[config.mk]
export PLATFORM = sky130hd
export DESIGN_NAME = ppsc_top
export DESIGN_NICKNAME = d
export VERILOG_FILES = /design/src/hdl/ppsc_pkg.sv /design/src/hdl/ppsc_top.sv
export SDC_FILE = /design/constraint.sdc
export NUM_CORES = 2
export LEC_CHECK = 0
export ABC_AREA = 1
export BUFFER_PORTS_ARGS = -buffer_cell sky130_fd_sc_hd__buf_2
export CORE_MARGIN = 8
export CORE_UTILIZATION = 59
export DETAILED_ROUTE_END_ITERATION = 16
export GPL_TIMING_DRIVEN = 0
export PLACE_DENSITY = 0.76
export SYNTH_ARGS = -nofsm -noshare
export SYNTH_HDL_FRONTEND = slang
export SYNTH_SLANG_ARGS = --single-unit
export TNS_END_PERCENT = 20
[constraint.sdc]
create_clock -name clk -period 43.5 [get_ports clk]
set_input_delay 8.7 -clock clk [delete_from_list [all_inputs] [get_ports clk]]
set_output_delay 8.7 -clock clk [all_outputs]
set_load 0.05 [all_outputs]
[src/hdl/ppsc_pkg.sv]
// Package with register map, field layout and types of the phase and spread control block.
package ppsc_pkg;
    localparam int NOUT = 4;
    localparam int AW = 6;
    // Register byte offsets.
    localparam logic [5:0] OFS_CTRL = 6'h00;
    localparam logic [5:0] OFS_LOOP = 6'h04;
    localparam logic [5:0] OFS_SUB_INTEGER_BITS = 6'h08;
    localparam logic [5:0] OFS_OUT0 = 6'h0C;
    localparam logic [5:0] OFS_STAT = 6'h1C;
    localparam logic [5:0] OFS_POS0 = 6'h20;
    localparam logic [5:0] OFS_MINT = 6'h30;
    localparam logic [5:0] OFS_MFRC = 6'h34;
    localparam logic [5:0] OFS_MULT = 6'h38;
    // Control, loop and output register fields.
    localparam int CT_MODE = 0;
    localparam int CT_SUB_INTEGER_BITS = 2;
    localparam int CT_SSEN = 3;
    localparam int CT_DOWN = 4;
    localparam int CT_PRNG = 5;
    localparam int CT_SPRD = 6;
    localparam int CT_FBSL = 11;
    localparam int CT_CASC = 13;
    localparam int LP_RFDV = 12;
    localparam int OC_PHAS = 7;
    localparam int OC_HOLD = 10;
    // Reset values.
    localparam logic [11:0] RST_LOOP_DIVIDE_VALUE = 12'h014;
    localparam logic [5:0] RST_INPUT_DIVIDE_VALUE = 6'h01;
    localparam logic [6:0] RST_PDIV = 7'h01;
    // Loop divide legal range in external feedback mode.
    localparam logic [11:0] EXT_FB_MIN = 12'h001;
    localparam logic [11:0] EXT_FB_MAX = 12'h4E2;
    // Spread arithmetic: depth is code times 0.1 percent, 1049/2^20 approximates 1/1000.
    localparam int SUB_INTEGER_BITS_BITS = 24;
    localparam logic [10:0] PERMILLE_K = 11'h419;
    localparam int PERMILLE_SH = 20;
    localparam logic [6:0] TRI_TOP = 7'h40;
    localparam int TRI_SH_DOWN = 6;
    localparam int TRI_SH_CTR = 5;
    localparam logic [6:0] LFSR_SEED = 7'h5A;
    localparam logic [2:0] PHASE_LAST = 3'h7;
    localparam logic [1:0] STOP_EDGES = 2'h2;

    typedef enum logic [1:0] {FB_POST_VCO, FB_POST_DIV, FB_EXTERNAL} ppsc_fb_mode_t;

    // Static setting of one output.
    typedef struct packed {
        logic [2:0] hold;
        logic [2:0] phase;
        logic [6:0] pdiv;
    } ppsc_out_cfg_t;

    // Dynamic phase position of one output: whole cycles and eighth steps.
    typedef struct packed {
        logic [6:0] coarse;
        logic [2:0] tap;
    } ppsc_pos_t;
endpackage

[src/hdl/ppsc_top.sv]
// Phase selection, rotation, feedback mode and spread modulation control of a synthesis loop.
// How it works
// RL1 - Each output picks one of eight 45 degree oscillator phases on its own.
// RL2 - Each output can wait zero to seven quarter-rate cycles by holding its divider.
// RL3 - Phase tap and hold-off apply together on the same output.
// RL4 - Four select inputs mark which outputs a rotation moves.
// RL5 - One shared direction input: low rotates back, high rotates forward.
// RL6 - Each rotate rising edge moves every selected output by one phase step.
// RL7 - Sleep low or a falling restore edge reloads the programmed phases.
// RL8 - Rotations walk all eight steps of every cycle across the divided period.
// RL9 - Fabric must stop an output before changing its phase.
// RL10 - Configuring party keeps oscillator between 800 and 5000 MHz.
// RL11 - Three feedback modes; post-dividers always run from the quarter-rate clock.
// RL12 - Feedback divide is integer value, plus fraction over 2^24 in fractional mode.
// RL13 - Post-oscillator mode: ratio is loop divide; outputs divide by their post value.
// RL14 - Post-oscillator mode holds outputs low until lock, then restarts them together.
// RL15 - Post-divider mode multiplies by four times that divider; no restart on lock.
// RL16 - Third and fourth dividers cascade for up to 127 times 127 division.
// RL17 - External mode feeds one output back; loop divide 1 to 1250 is legal.
// RL18 - In external mode fabric performs any restart-on-lock alignment.
// RL19 - Spread modulation only runs in fractional mode with spread enabled.
// RL20 - Modulator varies integer and fraction; center or down; triangle or random.
// RL21 - Depth code 0 disables, 1 is least, 31 most; depth is code times 0.1%.
// RL22 - Center spread swings both ways by depth; down spread only below nominal.
// RL23 - After stop falls, output goes low after the second falling divider edge.
// RL24 - Lock rises only when both frequency and phase lock are present.
// RL25 - Rotate and restore are synchronised and edge detected, one action per edge.
// RL26 - Depth code is a five bit unsigned field.
//
// Chosen here: the register addresses and the Avalon-MM interface to the registers.
module ppsc_top (
    input wire logic clk,
    input wire logic rst_b,
    input wire logic [5:0] avs_address,
    input wire logic avs_read,
    input wire logic avs_write,
    input wire logic [3:0] avs_byteenable,
    input wire logic [31:0] avs_writedata,
    output logic [31:0] avs_readdata,
    output logic avs_waitrequest,
    input wire logic adjust_target_0,
    input wire logic adjust_target_1,
    input wire logic adjust_target_2,
    input wire logic adjust_target_3,
    input wire logic rotate_forward,
    input wire logic rotate_strobe,
    input wire logic restore_n,
    input wire logic loop_sleep_n,
    input wire logic freq_locked,
    input wire logic phase_locked,
    input wire logic [3:0] out_run,
    output logic loop_locked,
    output logic [3:0] out_clk,
    output logic [11:0] phase_tap,
    output logic [11:0] mod_int,
    output logic [23:0] mod_sub_integer_bits
);
    // Control registers written by software, then bus, lock, synchroniser and spread state.
    logic [13:0] ctrl_ff;
    logic [17:0] loop_ff;
    logic [23:0] sub_integer_bits_ff;
    ppsc_pkg::ppsc_out_cfg_t cfg_ff [ppsc_pkg::NOUT];
    logic [31:0] rdata_ff;
    logic ack_ff;
    logic lock_ff;
    logic lock_q_ff;
    logic [2:0] rot_sync_ff;
    logic [2:0] rst_sync_ff;
    logic [1:0] slp_sync_ff;
    logic [6:0] tri_ff;
    logic tri_up_ff;
    logic [6:0] lfsr_ff;
    logic [35:0] mod_ff;

    // Decoded control fields.
    wire ppsc_pkg::ppsc_fb_mode_t fb_mode =
        ppsc_pkg::ppsc_fb_mode_t'(ctrl_ff[ppsc_pkg::CT_MODE +: 2]);
    wire sub_integer_bits_mode = ctrl_ff[ppsc_pkg::CT_SUB_INTEGER_BITS];
    wire ss_en = ctrl_ff[ppsc_pkg::CT_SSEN];
    wire ss_down = ctrl_ff[ppsc_pkg::CT_DOWN];
    wire ss_prng = ctrl_ff[ppsc_pkg::CT_PRNG];
    wire [4:0] spread_code = ctrl_ff[ppsc_pkg::CT_SPRD +: 5]; // see RL26
    wire [1:0] fb_sel = ctrl_ff[ppsc_pkg::CT_FBSL +: 2];
    wire cascade = ctrl_ff[ppsc_pkg::CT_CASC];
    wire [11:0] loop_divide_value = loop_ff[11:0];
    wire [5:0] input_divide_value = loop_ff[ppsc_pkg::LP_RFDV +: 6];
    wire [23:0] sub_integer_bits = sub_integer_bits_mode ? sub_integer_bits_ff : 24'h000000; // see RL12
    wire [3:0] adjust_target = {adjust_target_3, adjust_target_2,
                                adjust_target_1, adjust_target_0}; // see RL4

    // Bus decode and byte lane mask.
    wire wr_go = avs_write && !avs_read;
    wire [31:0] be_mask = {{8{avs_byteenable[3]}}, {8{avs_byteenable[2]}},
                           {8{avs_byteenable[1]}}, {8{avs_byteenable[0]}}};
    wire [31:0] wr_ctrl = ({18'h00000, ctrl_ff} & ~be_mask) | (avs_writedata & be_mask);
    wire [31:0] wr_loop = ({14'h0000, loop_ff} & ~be_mask) | (avs_writedata & be_mask);
    wire [31:0] wr_sub_integer_bits = ({8'h00, sub_integer_bits_ff} & ~be_mask) | (avs_writedata & be_mask);
    wire [3:0] sel_out;
    assign avs_waitrequest = avs_read && !ack_ff;
    assign avs_readdata = rdata_ff;

    // Edge detection after two-stage synchronisers.
    wire rotate_rise = rot_sync_ff[1] && !rot_sync_ff[2]; // see RL25
    wire restore_fall = !rst_sync_ff[1] && rst_sync_ff[2]; // see RL25
    wire sleeping = !slp_sync_ff[1];
    wire reload = sleeping || restore_fall; // see RL7
    wire lock_rise = lock_ff && !lock_q_ff;
    wire post_vco = (fb_mode == ppsc_pkg::FB_POST_VCO);
    // Outputs restart together on lock in post-oscillator mode only.
    wire div_restart = sleeping || (post_vco && lock_rise); // see RL14, RL15, RL18
    wire out_allow = !sleeping && (!post_vco || lock_ff); // see RL14

    // Loop multiplier seen by the oscillator over the reference divided by the input divider.
    wire [6:0] fb_pdiv = cfg_ff[fb_sel].pdiv;
    wire [20:0] mult_post_div = 21'(loop_divide_value * fb_pdiv) << 2;
    wire [20:0] loop_mult = post_vco ? {9'h000, loop_divide_value} : mult_post_div; // see RL13, RL15
    wire ext_range_err = (fb_mode == ppsc_pkg::FB_EXTERNAL) &&
                         ((loop_divide_value < ppsc_pkg::EXT_FB_MIN) ||
                          (loop_divide_value > ppsc_pkg::EXT_FB_MAX)); // see RL17

    // Spread arithmetic on the nominal divide value in 12.24 fixed point.
    wire [35:0] nominal = {loop_divide_value, sub_integer_bits};
    wire [40:0] n_code = 41'(nominal * spread_code);
    wire [51:0] n_k = 52'(n_code * ppsc_pkg::PERMILLE_K);
    wire [35:0] depth = 36'(n_k >> ppsc_pkg::PERMILLE_SH); // see RL21
    wire [6:0] profile = ss_prng ? {1'b0, lfsr_ff[5:0]} : tri_ff; // see RL20
    wire [42:0] dev_prof = 43'(depth * profile);
    wire [35:0] swing = ss_down ? 36'(dev_prof >> ppsc_pkg::TRI_SH_DOWN)
                                : 36'(dev_prof >> ppsc_pkg::TRI_SH_CTR);
    // Center spans nominal-depth to nominal+depth; down spans nominal-depth to nominal.
    wire [35:0] spread_div = nominal - depth + swing; // see RL22
    wire ss_active = sub_integer_bits_mode && ss_en && (spread_code != 5'h00); // see RL19, RL21
    wire [35:0] nxt_mod = ss_active ? spread_div : nominal;
    assign mod_int = mod_ff[35:24]; // see RL20
    assign mod_sub_integer_bits = mod_ff[23:0];

    // Read multiplexer over the register map.
    logic [31:0] rd_mux;
    ppsc_pkg::ppsc_pos_t pos_ff [ppsc_pkg::NOUT];
    logic [3:0] lvl_ff;
    always_comb begin
        rd_mux = 32'h00000000;
        case (avs_address)
            ppsc_pkg::OFS_CTRL: rd_mux = {18'h00000, ctrl_ff};
            ppsc_pkg::OFS_LOOP: rd_mux = {14'h0000, loop_ff};
            ppsc_pkg::OFS_SUB_INTEGER_BITS: rd_mux = {8'h00, sub_integer_bits_ff};
            ppsc_pkg::OFS_STAT: rd_mux = {24'h000000, out_clk, ext_range_err, 2'h0, lock_ff};
            ppsc_pkg::OFS_MINT: rd_mux = {20'h00000, mod_ff[35:24]};
            ppsc_pkg::OFS_MFRC: rd_mux = {8'h00, mod_ff[23:0]};
            ppsc_pkg::OFS_MULT: rd_mux = {11'h000, loop_mult};
            default: begin
                for (int k = 0; k < ppsc_pkg::NOUT; k++) begin
                    if (avs_address == ppsc_pkg::OFS_OUT0 + 6'(4 * k)) begin
                        rd_mux = {19'h00000, cfg_ff[k]};
                    end
                    if (avs_address == ppsc_pkg::OFS_POS0 + 6'(4 * k)) begin
                        rd_mux = {22'h000000, pos_ff[k]};
                    end
                end
            end
        endcase
    end

    // Read answer one cycle after the request; writes complete with no wait.
    always_ff @(posedge clk or negedge rst_b) begin
        if (!rst_b) begin
            ack_ff <= 1'b0;
            rdata_ff <= 32'h00000000;
        end else begin
            ack_ff <= avs_read && !ack_ff;
            if (avs_read && !ack_ff) begin
                rdata_ff <= rd_mux;
            end
        end
    end

    // Shared control registers.
    always_ff @(posedge clk or negedge rst_b) begin
        if (!rst_b) begin
            ctrl_ff <= 14'h0000;
            loop_ff <= {ppsc_pkg::RST_INPUT_DIVIDE_VALUE, ppsc_pkg::RST_LOOP_DIVIDE_VALUE};
            sub_integer_bits_ff <= 24'h000000;
        end else if (wr_go) begin
            if (avs_address == ppsc_pkg::OFS_CTRL) begin
                ctrl_ff <= wr_ctrl[13:0];
            end
            if (avs_address == ppsc_pkg::OFS_LOOP) begin
                loop_ff <= wr_loop[17:0];
            end
            if (avs_address == ppsc_pkg::OFS_SUB_INTEGER_BITS) begin
                sub_integer_bits_ff <= wr_sub_integer_bits[23:0];
            end
        end
    end

    // Synchronisers, lock qualification and the spread profile.
    always_ff @(posedge clk or negedge rst_b) begin
        if (!rst_b) begin
            rot_sync_ff <= 3'h0;
            rst_sync_ff <= 3'h7;
            slp_sync_ff <= 2'h0;
            lock_ff <= 1'b0;
            lock_q_ff <= 1'b0;
            tri_ff <= 7'h00;
            tri_up_ff <= 1'b1;
            lfsr_ff <= ppsc_pkg::LFSR_SEED;
            mod_ff <= 36'h000000000;
        end else begin
            rot_sync_ff <= {rot_sync_ff[1:0], rotate_strobe};
            rst_sync_ff <= {rst_sync_ff[1:0], restore_n};
            slp_sync_ff <= {slp_sync_ff[0], loop_sleep_n};
            lock_ff <= freq_locked && phase_locked && loop_sleep_n; // see RL24
            lock_q_ff <= lock_ff;
            lfsr_ff <= {lfsr_ff[5:0], lfsr_ff[6] ^ lfsr_ff[5]};
            if (tri_up_ff) begin
                tri_ff <= tri_ff + 7'h01;
                tri_up_ff <= (tri_ff + 7'h01) != ppsc_pkg::TRI_TOP;
            end else begin
                tri_ff <= tri_ff - 7'h01;
                tri_up_ff <= (tri_ff - 7'h01) == 7'h00;
            end
            mod_ff <= nxt_mod; // see RL20
        end
    end

    // Per-output phase position, divider, hold-off and glitch-free stop.
    genvar gi;
    generate
        for (gi = 0; gi < ppsc_pkg::NOUT; gi++) begin : g_out
            logic [6:0] cnt_ff;
            logic [2:0] hold_ff;
            logic tog_ff;
            logic gate_ff;
            logic [1:0] fall_ff;
            logic wrap_ff;
            ppsc_pkg::ppsc_out_cfg_t nxt_cfg;
            ppsc_pkg::ppsc_pos_t nxt_pos;
            wire [6:0] pdiv = (cfg_ff[gi].pdiv == 7'h00) ? 7'h01 : cfg_ff[gi].pdiv;
            wire [6:0] last = pdiv - 7'h01;
            // Widened by one bit so that a divide of 127 does not wrap to a zero half period.
            wire [6:0] half = 7'(({1'b0, pdiv} + 8'h01) >> 1);
            // The fourth divider advances on the third divider's wrap when cascaded.
            wire tick = (gi == 3 && cascade) ? g_out[2].wrap_ff : 1'b1; // see RL16
            wire lvl = (pdiv == 7'h01) ? tog_ff : (cnt_ff < half);
            wire fell = lvl_ff[gi] && !lvl;
            wire [31:0] wr_cfg = ({19'h00000, cfg_ff[gi]} & ~be_mask) | (avs_writedata & be_mask);
            assign sel_out[gi] = (avs_address == ppsc_pkg::OFS_OUT0 + 6'(4 * gi));

            // Next dynamic position: taps carry into whole cycles of the divided period.
            always_comb begin
                nxt_pos = pos_ff[gi];
                if (reload) begin
                    nxt_pos.tap = cfg_ff[gi].phase; // see RL1, RL7
                    nxt_pos.coarse = 7'h00;
                end else if (rotate_rise && adjust_target[gi]) begin // see RL4, RL6
                    if (rotate_forward) begin // see RL5
                        nxt_pos.tap = pos_ff[gi].tap + 3'h1;
                        if (pos_ff[gi].tap == ppsc_pkg::PHASE_LAST) begin // see RL8
                            nxt_pos.coarse = (pos_ff[gi].coarse >= last) ? 7'h00
                                             : pos_ff[gi].coarse + 7'h01;
                        end
                    end else begin
                        nxt_pos.tap = pos_ff[gi].tap - 3'h1;
                        if (pos_ff[gi].tap == 3'h0) begin // see RL8
                            nxt_pos.coarse = (pos_ff[gi].coarse == 7'h00) ? last
                                             : pos_ff[gi].coarse - 7'h01;
                        end
                    end
                end
            end

            // Static configuration word of this output.
            always_comb begin
                nxt_cfg = cfg_ff[gi];
                if (wr_go && sel_out[gi]) begin
                    nxt_cfg = wr_cfg[12:0];
                end
            end

            always_ff @(posedge clk or negedge rst_b) begin
                if (!rst_b) begin
                    cfg_ff[gi] <= {3'h0, 3'h0, ppsc_pkg::RST_PDIV};
                    pos_ff[gi] <= '0;
                end else begin
                    cfg_ff[gi] <= nxt_cfg;
                    pos_ff[gi] <= nxt_pos;
                end
            end

            // Divider on the quarter-rate clock, held for the hold-off count after a restart.
            always_ff @(posedge clk or negedge rst_b) begin
                if (!rst_b) begin
                    cnt_ff <= 7'h00;
                    hold_ff <= 3'h0;
                    tog_ff <= 1'b0;
                    wrap_ff <= 1'b0;
                end else if (div_restart || reload) begin
                    cnt_ff <= 7'h00;
                    hold_ff <= cfg_ff[gi].hold; // see RL2, RL3
                    tog_ff <= 1'b0;
                    wrap_ff <= 1'b0;
                end else if (hold_ff != 3'h0) begin
                    hold_ff <= hold_ff - 3'h1; // see RL2
                    wrap_ff <= 1'b0;
                end else begin
                    wrap_ff <= tick && (cnt_ff >= last);
                    if (tick) begin
                        cnt_ff <= (cnt_ff >= last) ? 7'h00 : cnt_ff + 7'h01; // see RL11
                        tog_ff <= !tog_ff;
                    end
                end
            end

            // Stop gate closes only after two falling edges of the divided clock.
            always_ff @(posedge clk or negedge rst_b) begin
                if (!rst_b) begin
                    lvl_ff[gi] <= 1'b0;
                    gate_ff <= 1'b0;
                    fall_ff <= 2'h0;
                end else begin
                    lvl_ff[gi] <= lvl;
                    if (out_run[gi]) begin
                        gate_ff <= !lvl || gate_ff;
                        fall_ff <= 2'h0;
                    end else if (gate_ff && fell) begin
                        fall_ff <= fall_ff + 2'h1;
                        if (fall_ff + 2'h1 == ppsc_pkg::STOP_EDGES) begin
                            gate_ff <= 1'b0; // see RL23
                        end
                    end
                end
            end

            assign out_clk[gi] = lvl_ff[gi] && gate_ff && out_allow; // see RL14
            assign phase_tap[gi * 3 +: 3] = pos_ff[gi].tap; // see RL1

            a_rot_step_fwd: assert property (@(posedge clk) disable iff (!rst_b)
                rotate_rise && adjust_target[gi] && rotate_forward && !reload
                |=> pos_ff[gi].tap == $past(pos_ff[gi].tap) + 3'h1) // see RL6
                else $error("forward rotation did not advance one tap");
            a_rot_step_back: assert property (@(posedge clk) disable iff (!rst_b)
                rotate_rise && adjust_target[gi] && !rotate_forward && !reload
                |=> pos_ff[gi].tap == $past(pos_ff[gi].tap) - 3'h1) // see RL5
                else $error("backward rotation did not retreat one tap");
            a_unsel_still: assert property (@(posedge clk) disable iff (!rst_b)
                !adjust_target[gi] && !reload |=> $stable(pos_ff[gi])) // see RL4
                else $error("unselected output moved");
            a_reload_phase: assert property (@(posedge clk) disable iff (!rst_b)
                reload |=> pos_ff[gi].tap == $past(cfg_ff[gi].phase)) // see RL7
                else $error("restore did not reload the programmed phase");
            a_hold_quiet: assert property (@(posedge clk) disable iff (!rst_b)
                hold_ff != 3'h0 && !div_restart && !reload |=> cnt_ff == 7'h00) // see RL2
                else $error("divider ran during hold-off");
        end
    endgenerate

    a_lock_both: assert property (@(posedge clk) disable iff (!rst_b)
        loop_locked |-> $past(freq_locked) && $past(phase_locked)) // see RL24
        else $error("lock shown without both locks");
    a_vco_mode_low: assert property (@(posedge clk) disable iff (!rst_b)
        post_vco && !lock_ff |-> out_clk == 4'h0) // see RL14
        else $error("output toggled before lock");
    a_spread_off: assert property (@(posedge clk) disable iff (!rst_b)
        !ss_active ##1 $stable(ctrl_ff) && $stable(loop_ff) && $stable(sub_integer_bits_ff)
        |-> mod_ff == nominal) // see RL19
        else $error("modulation present while spread inactive");
    a_down_below: assert property (@(posedge clk) disable iff (!rst_b)
        ss_active && ss_down |-> spread_div <= nominal) // see RL22
        else $error("down spread exceeded nominal");
    a_rot_once: assert property (@(posedge clk) disable iff (!rst_b)
        rotate_rise |=> !rotate_rise) // see RL25
        else $error("one strobe edge gave two rotations");

    c_rotate_fwd: cover property (@(posedge clk) disable iff (!rst_b)
        rotate_rise && rotate_forward && adjust_target != 4'h0);
    c_restore: cover property (@(posedge clk) disable iff (!rst_b) restore_fall);
    c_lock_restart: cover property (@(posedge clk) disable iff (!rst_b) post_vco && lock_rise);
    c_spread_run: cover property (@(posedge clk) disable iff (!rst_b) ss_active && !ss_down);

    assign loop_locked = lock_ff;
endmodule

==> impl_metrics.json <==
{
  "grt_setup_unrepaired": "false",
  "cap_viol_max_count": 1,
  "totalPowerFinal_w": 0.00122,
  "design.core.area_um2": 70000,
  "initialDrtViolationCount": 4280,
  "cts.root.buffer_cell": "sky130_fd_sc_hd__clkbuf_16",
  "gp_congestion": 1.05,
  "slew_viol_final": 0,
  "clk_pin_slew_worst_paths_ns": 0.06,
  "peakVddDrop_v": 0.0000342,
  "pwr_density_cell_nw_per_um2": 27.2,
  "min_period_ns": 18.85,
  "reg2reg_slack_ns": 26.09,
  "netlist_area_before_placement_um2": 41700,
  "tritoncts.num_buffers": 31,
  "grt_pass1_wl_mm": 217,
  "buffer_ports.inserted": 126,
  "synth-seq-area-share": 0.177,
  "timing_hold_violations_final": 0,
  "grt_util_all_layers": 0.352,
  "postSynthRegisterBits": 295,
  "hp-start": "rot_sync_ff[0]$_DFF_PN0_",
  "vias_per_cell": 5.85,
  "area_enclosed_by_the_die_boundary_um2": 79500,
  "synth_enable_flop_cells": 0,
  "hpwl_mm": 119,
  "syn_area_per_cell_um2": 7.55,
  "timing.final.crit_share": 0.433,
  "worst_hold_path.endpoint": "rot_sync_ff[1]$_DFF_PN0_",
  "cts_sinks": 295,
  "min-delay-path-class": "register to register",
  "grt_max_degree": 104,
  "htree_levels": 1,
  "pin_count": 146,
  "status": "finished with violations",
  "tritoncts": "done",
  "violations": "capacitance limit",
  "number_of_global_route_vias_before_repair": 37600,
  "number_of_antenna_violations_at_the_first_check_in_global_routing": 2,
  "yosys_warnings": 0,
  "layout_common_cells": "sky130_fd_sc_hd__inv_1 (1009), sky130_fd_sc_hd__nand2_1 (994), sky130_fd_sc_hd__nor2_1 (628)",
  "global_route.overflow_total": 0,
  "cts_hold_buffers": 0,
  "cts_repair_resize_count": 0,
  "layout.cells.most_common": "sky130_fd_sc_hd__inv_1",
  "numPlacedInstances": 6605,
  "area_growth_pct": 7.43,
  "drt.antenna.violating_nets": 0,
  "setup.worst_path.end_class": "output pin",
  "critPathRequiredTime_ns": 34.80,
  "critical_path_data_arrival_time_ns": 10.15,
  "height_of_the_die_um": 282,
  "worstReg2RegEnd": "mod_ff[28]$_DFF_PN0_",
  "cts_setup_buffers": 0,
  "rows": 97,
  "yosys.area.top_type": "sky130_fd_sc_hd__fa_1",
  "layoutNonFillerInstCount": 6664,
  "max_slew_margin": 0.00281,
  "avgRoutedWirePerCell_um": 21.2,
  "setup_viol_count_final": 0,
  "setup.worst_path.start_class": "input port",
  "clock_skew_ns": 0.0320,
  "async_flop_share": 1.00,
  "design.final.nets": 6630,
  "synth_top_area_share": 0.194,
  "route.detailed.drc": 0,
  "holdPathStages": 0,
  "worst-setup-path-type": "input port to output pin",
  "reg2reg_depth": 68,
  "clock_tree.buffer_depth": 3,
  "totalNegativeSetupSlack_ns": 0,
  "tightestPinTransition_ns": 1.48,
  "final.hold.worst_slack_ns": 0.360,
  "clock_latency_reported_for_the_late_side_of_the_worst_skew_pair_ns": 0.63,
  "yosysUniqueCellTypes": 76,
  "initial_core_utilization": 0.596,
  "die_w_um": 282,
  "max_freq_mhz": 53.0,
  "postSynthCellCount": 5527,
  "drt_wl_total_mm": 141,
  "drtPass1Iterations": 13,
  "p_leak_nw": 23.7,
  "synth_top_cells_by_area": "sky130_fd_sc_hd__fa_1 (19%), sky130_fd_sc_hd__dfrtp_1 (17%), sky130_fd_sc_hd__ha_1 (14%)",
  "synth-main-ff-cell": "sky130_fd_sc_hd__dfrtp_1",
  "routed_vias": 39000,
  "critPathMaxFanout": 11,
  "layout-drive-gt1-share": 0.0566
}
-- worst max-delay path: stages --
cell,delay [ns]
sky130_fd_sc_hd__buf_2,0.08
sky130_fd_sc_hd__inv_1,0.04
sky130_fd_sc_hd__nor2_1,0.33
sky130_fd_sc_hd__clkbuf_1,0.61
sky130_fd_sc_hd__buf_2,0.39
-- cells by family after synthesis --
family | synth area share
DFF | 0.177
other | 0.0000898
muxes | 0.00255
buffers and inverters | 0.107
adders and majority gates | 0.334
AOI/OAI and AO/OA | 0.138
and+or+nand+nor | 0.194
xor gates and xnor gates | 0.0462
-- worst max-delay path by stage --
| stage | from | cells after the start | end |
|---|---|---|---|
| 6_report | avs_read | 5 | avs_waitrequest |
| 4_1_cts | avs_read | 5 | avs_waitrequest |
| 3_3_place_gp | avs_read | 5 | avs_waitrequest |
| 2_1_floorplan | avs_read | 3 | avs_waitrequest |
| 5_1_grt | avs_read | 5 | avs_waitrequest |
| 3_5_place_dp | avs_read | 5 | avs_waitrequest |
-- cell usage after synthesis (6+ instances only) --
cell and n:
sky130_fd_sc_hd__a211oi_1 6, sky130_fd_sc_hd__a21boi_0 6, sky130_fd_sc_hd__a21o_1 15, sky130_fd_sc_hd__a21oi_1 304, sky130_fd_sc_hd__a21oi_2 6, sky130_fd_sc_hd__a221oi_1 19, sky130_fd_sc_hd__a22o_1 6, sky130_fd_sc_hd__a22oi_1 18
sky130_fd_sc_hd__a31oi_1 42, sky130_fd_sc_hd__buf_4 22, sky130_fd_sc_hd__clkbuf_1 112, sky130_fd_sc_hd__clkinv_1 11, sky130_fd_sc_hd__dfrtp_1 280, sky130_fd_sc_hd__dfstp_2 15, sky130_fd_sc_hd__fa_1 405, sky130_fd_sc_hd__ha_1 467
sky130_fd_sc_hd__inv_1 1009, sky130_fd_sc_hd__inv_2 8, sky130_fd_sc_hd__nand2_1 994, sky130_fd_sc_hd__nand2_2 13, sky130_fd_sc_hd__nand3_1 181, sky130_fd_sc_hd__nand3_2 6, sky130_fd_sc_hd__nand3b_1 10, sky130_fd_sc_hd__nand4_1 26
sky130_fd_sc_hd__nor2_1 628, sky130_fd_sc_hd__nor3_1 69, sky130_fd_sc_hd__nor4_1 12, sky130_fd_sc_hd__o2111ai_1 16, sky130_fd_sc_hd__o211ai_1 28, sky130_fd_sc_hd__o21a_1 39, sky130_fd_sc_hd__o21ai_0 367, sky130_fd_sc_hd__o21ai_1 13
sky130_fd_sc_hd__o21ai_2 9, sky130_fd_sc_hd__o21bai_1 8, sky130_fd_sc_hd__o221ai_1 12, sky130_fd_sc_hd__o22ai_1 17, sky130_fd_sc_hd__o311ai_0 9, sky130_fd_sc_hd__o31ai_1 6, sky130_fd_sc_hd__or2_1 7, sky130_fd_sc_hd__or2_2 28
sky130_fd_sc_hd__xnor2_1 82, sky130_fd_sc_hd__xor2_1 124
-- report_power, final --
group	internal [W]	switching, W
clock	0.000187	0.000126
sequential	0.000304	0.0000341
combinational	0.000191	0.000378
-- final cells by class --
cell class | count | area (µm²)
fill | 6394 | 25200
multi-input combinational | 4071 | 29900
sequential | 295 | 7400
clock inverter | 18 | 317
antenna | 2 | 5.00
timing repair buffer | 131 | 722
inverter | 1028 | 3860
tap | 940 | 1180
buffer | 140 | 611
clock buffer | 39 | 856
-- metal layers --
layer / track usage / routed length (µm)
met5: 0 / 0
met4: 0.150 / 7150
met3: 0.0948 / 18100
met2: 0.515 / 57900
met1: 0.488 / 58100
-- per-stage QoR --
step	utilization	cell area, µm²	setup slack [ns]
2_1_floorplan	-	41800	25.18
3_3_place_gp	0.622	43600	24.71
3_5_place_dp	0.624	43700	24.65
4_1_cts	0.640	44800	24.65
5_1_grt	0.640	44800	24.62
6_report	0.640	44800	24.65
Power figures use the tool's default switching activity.
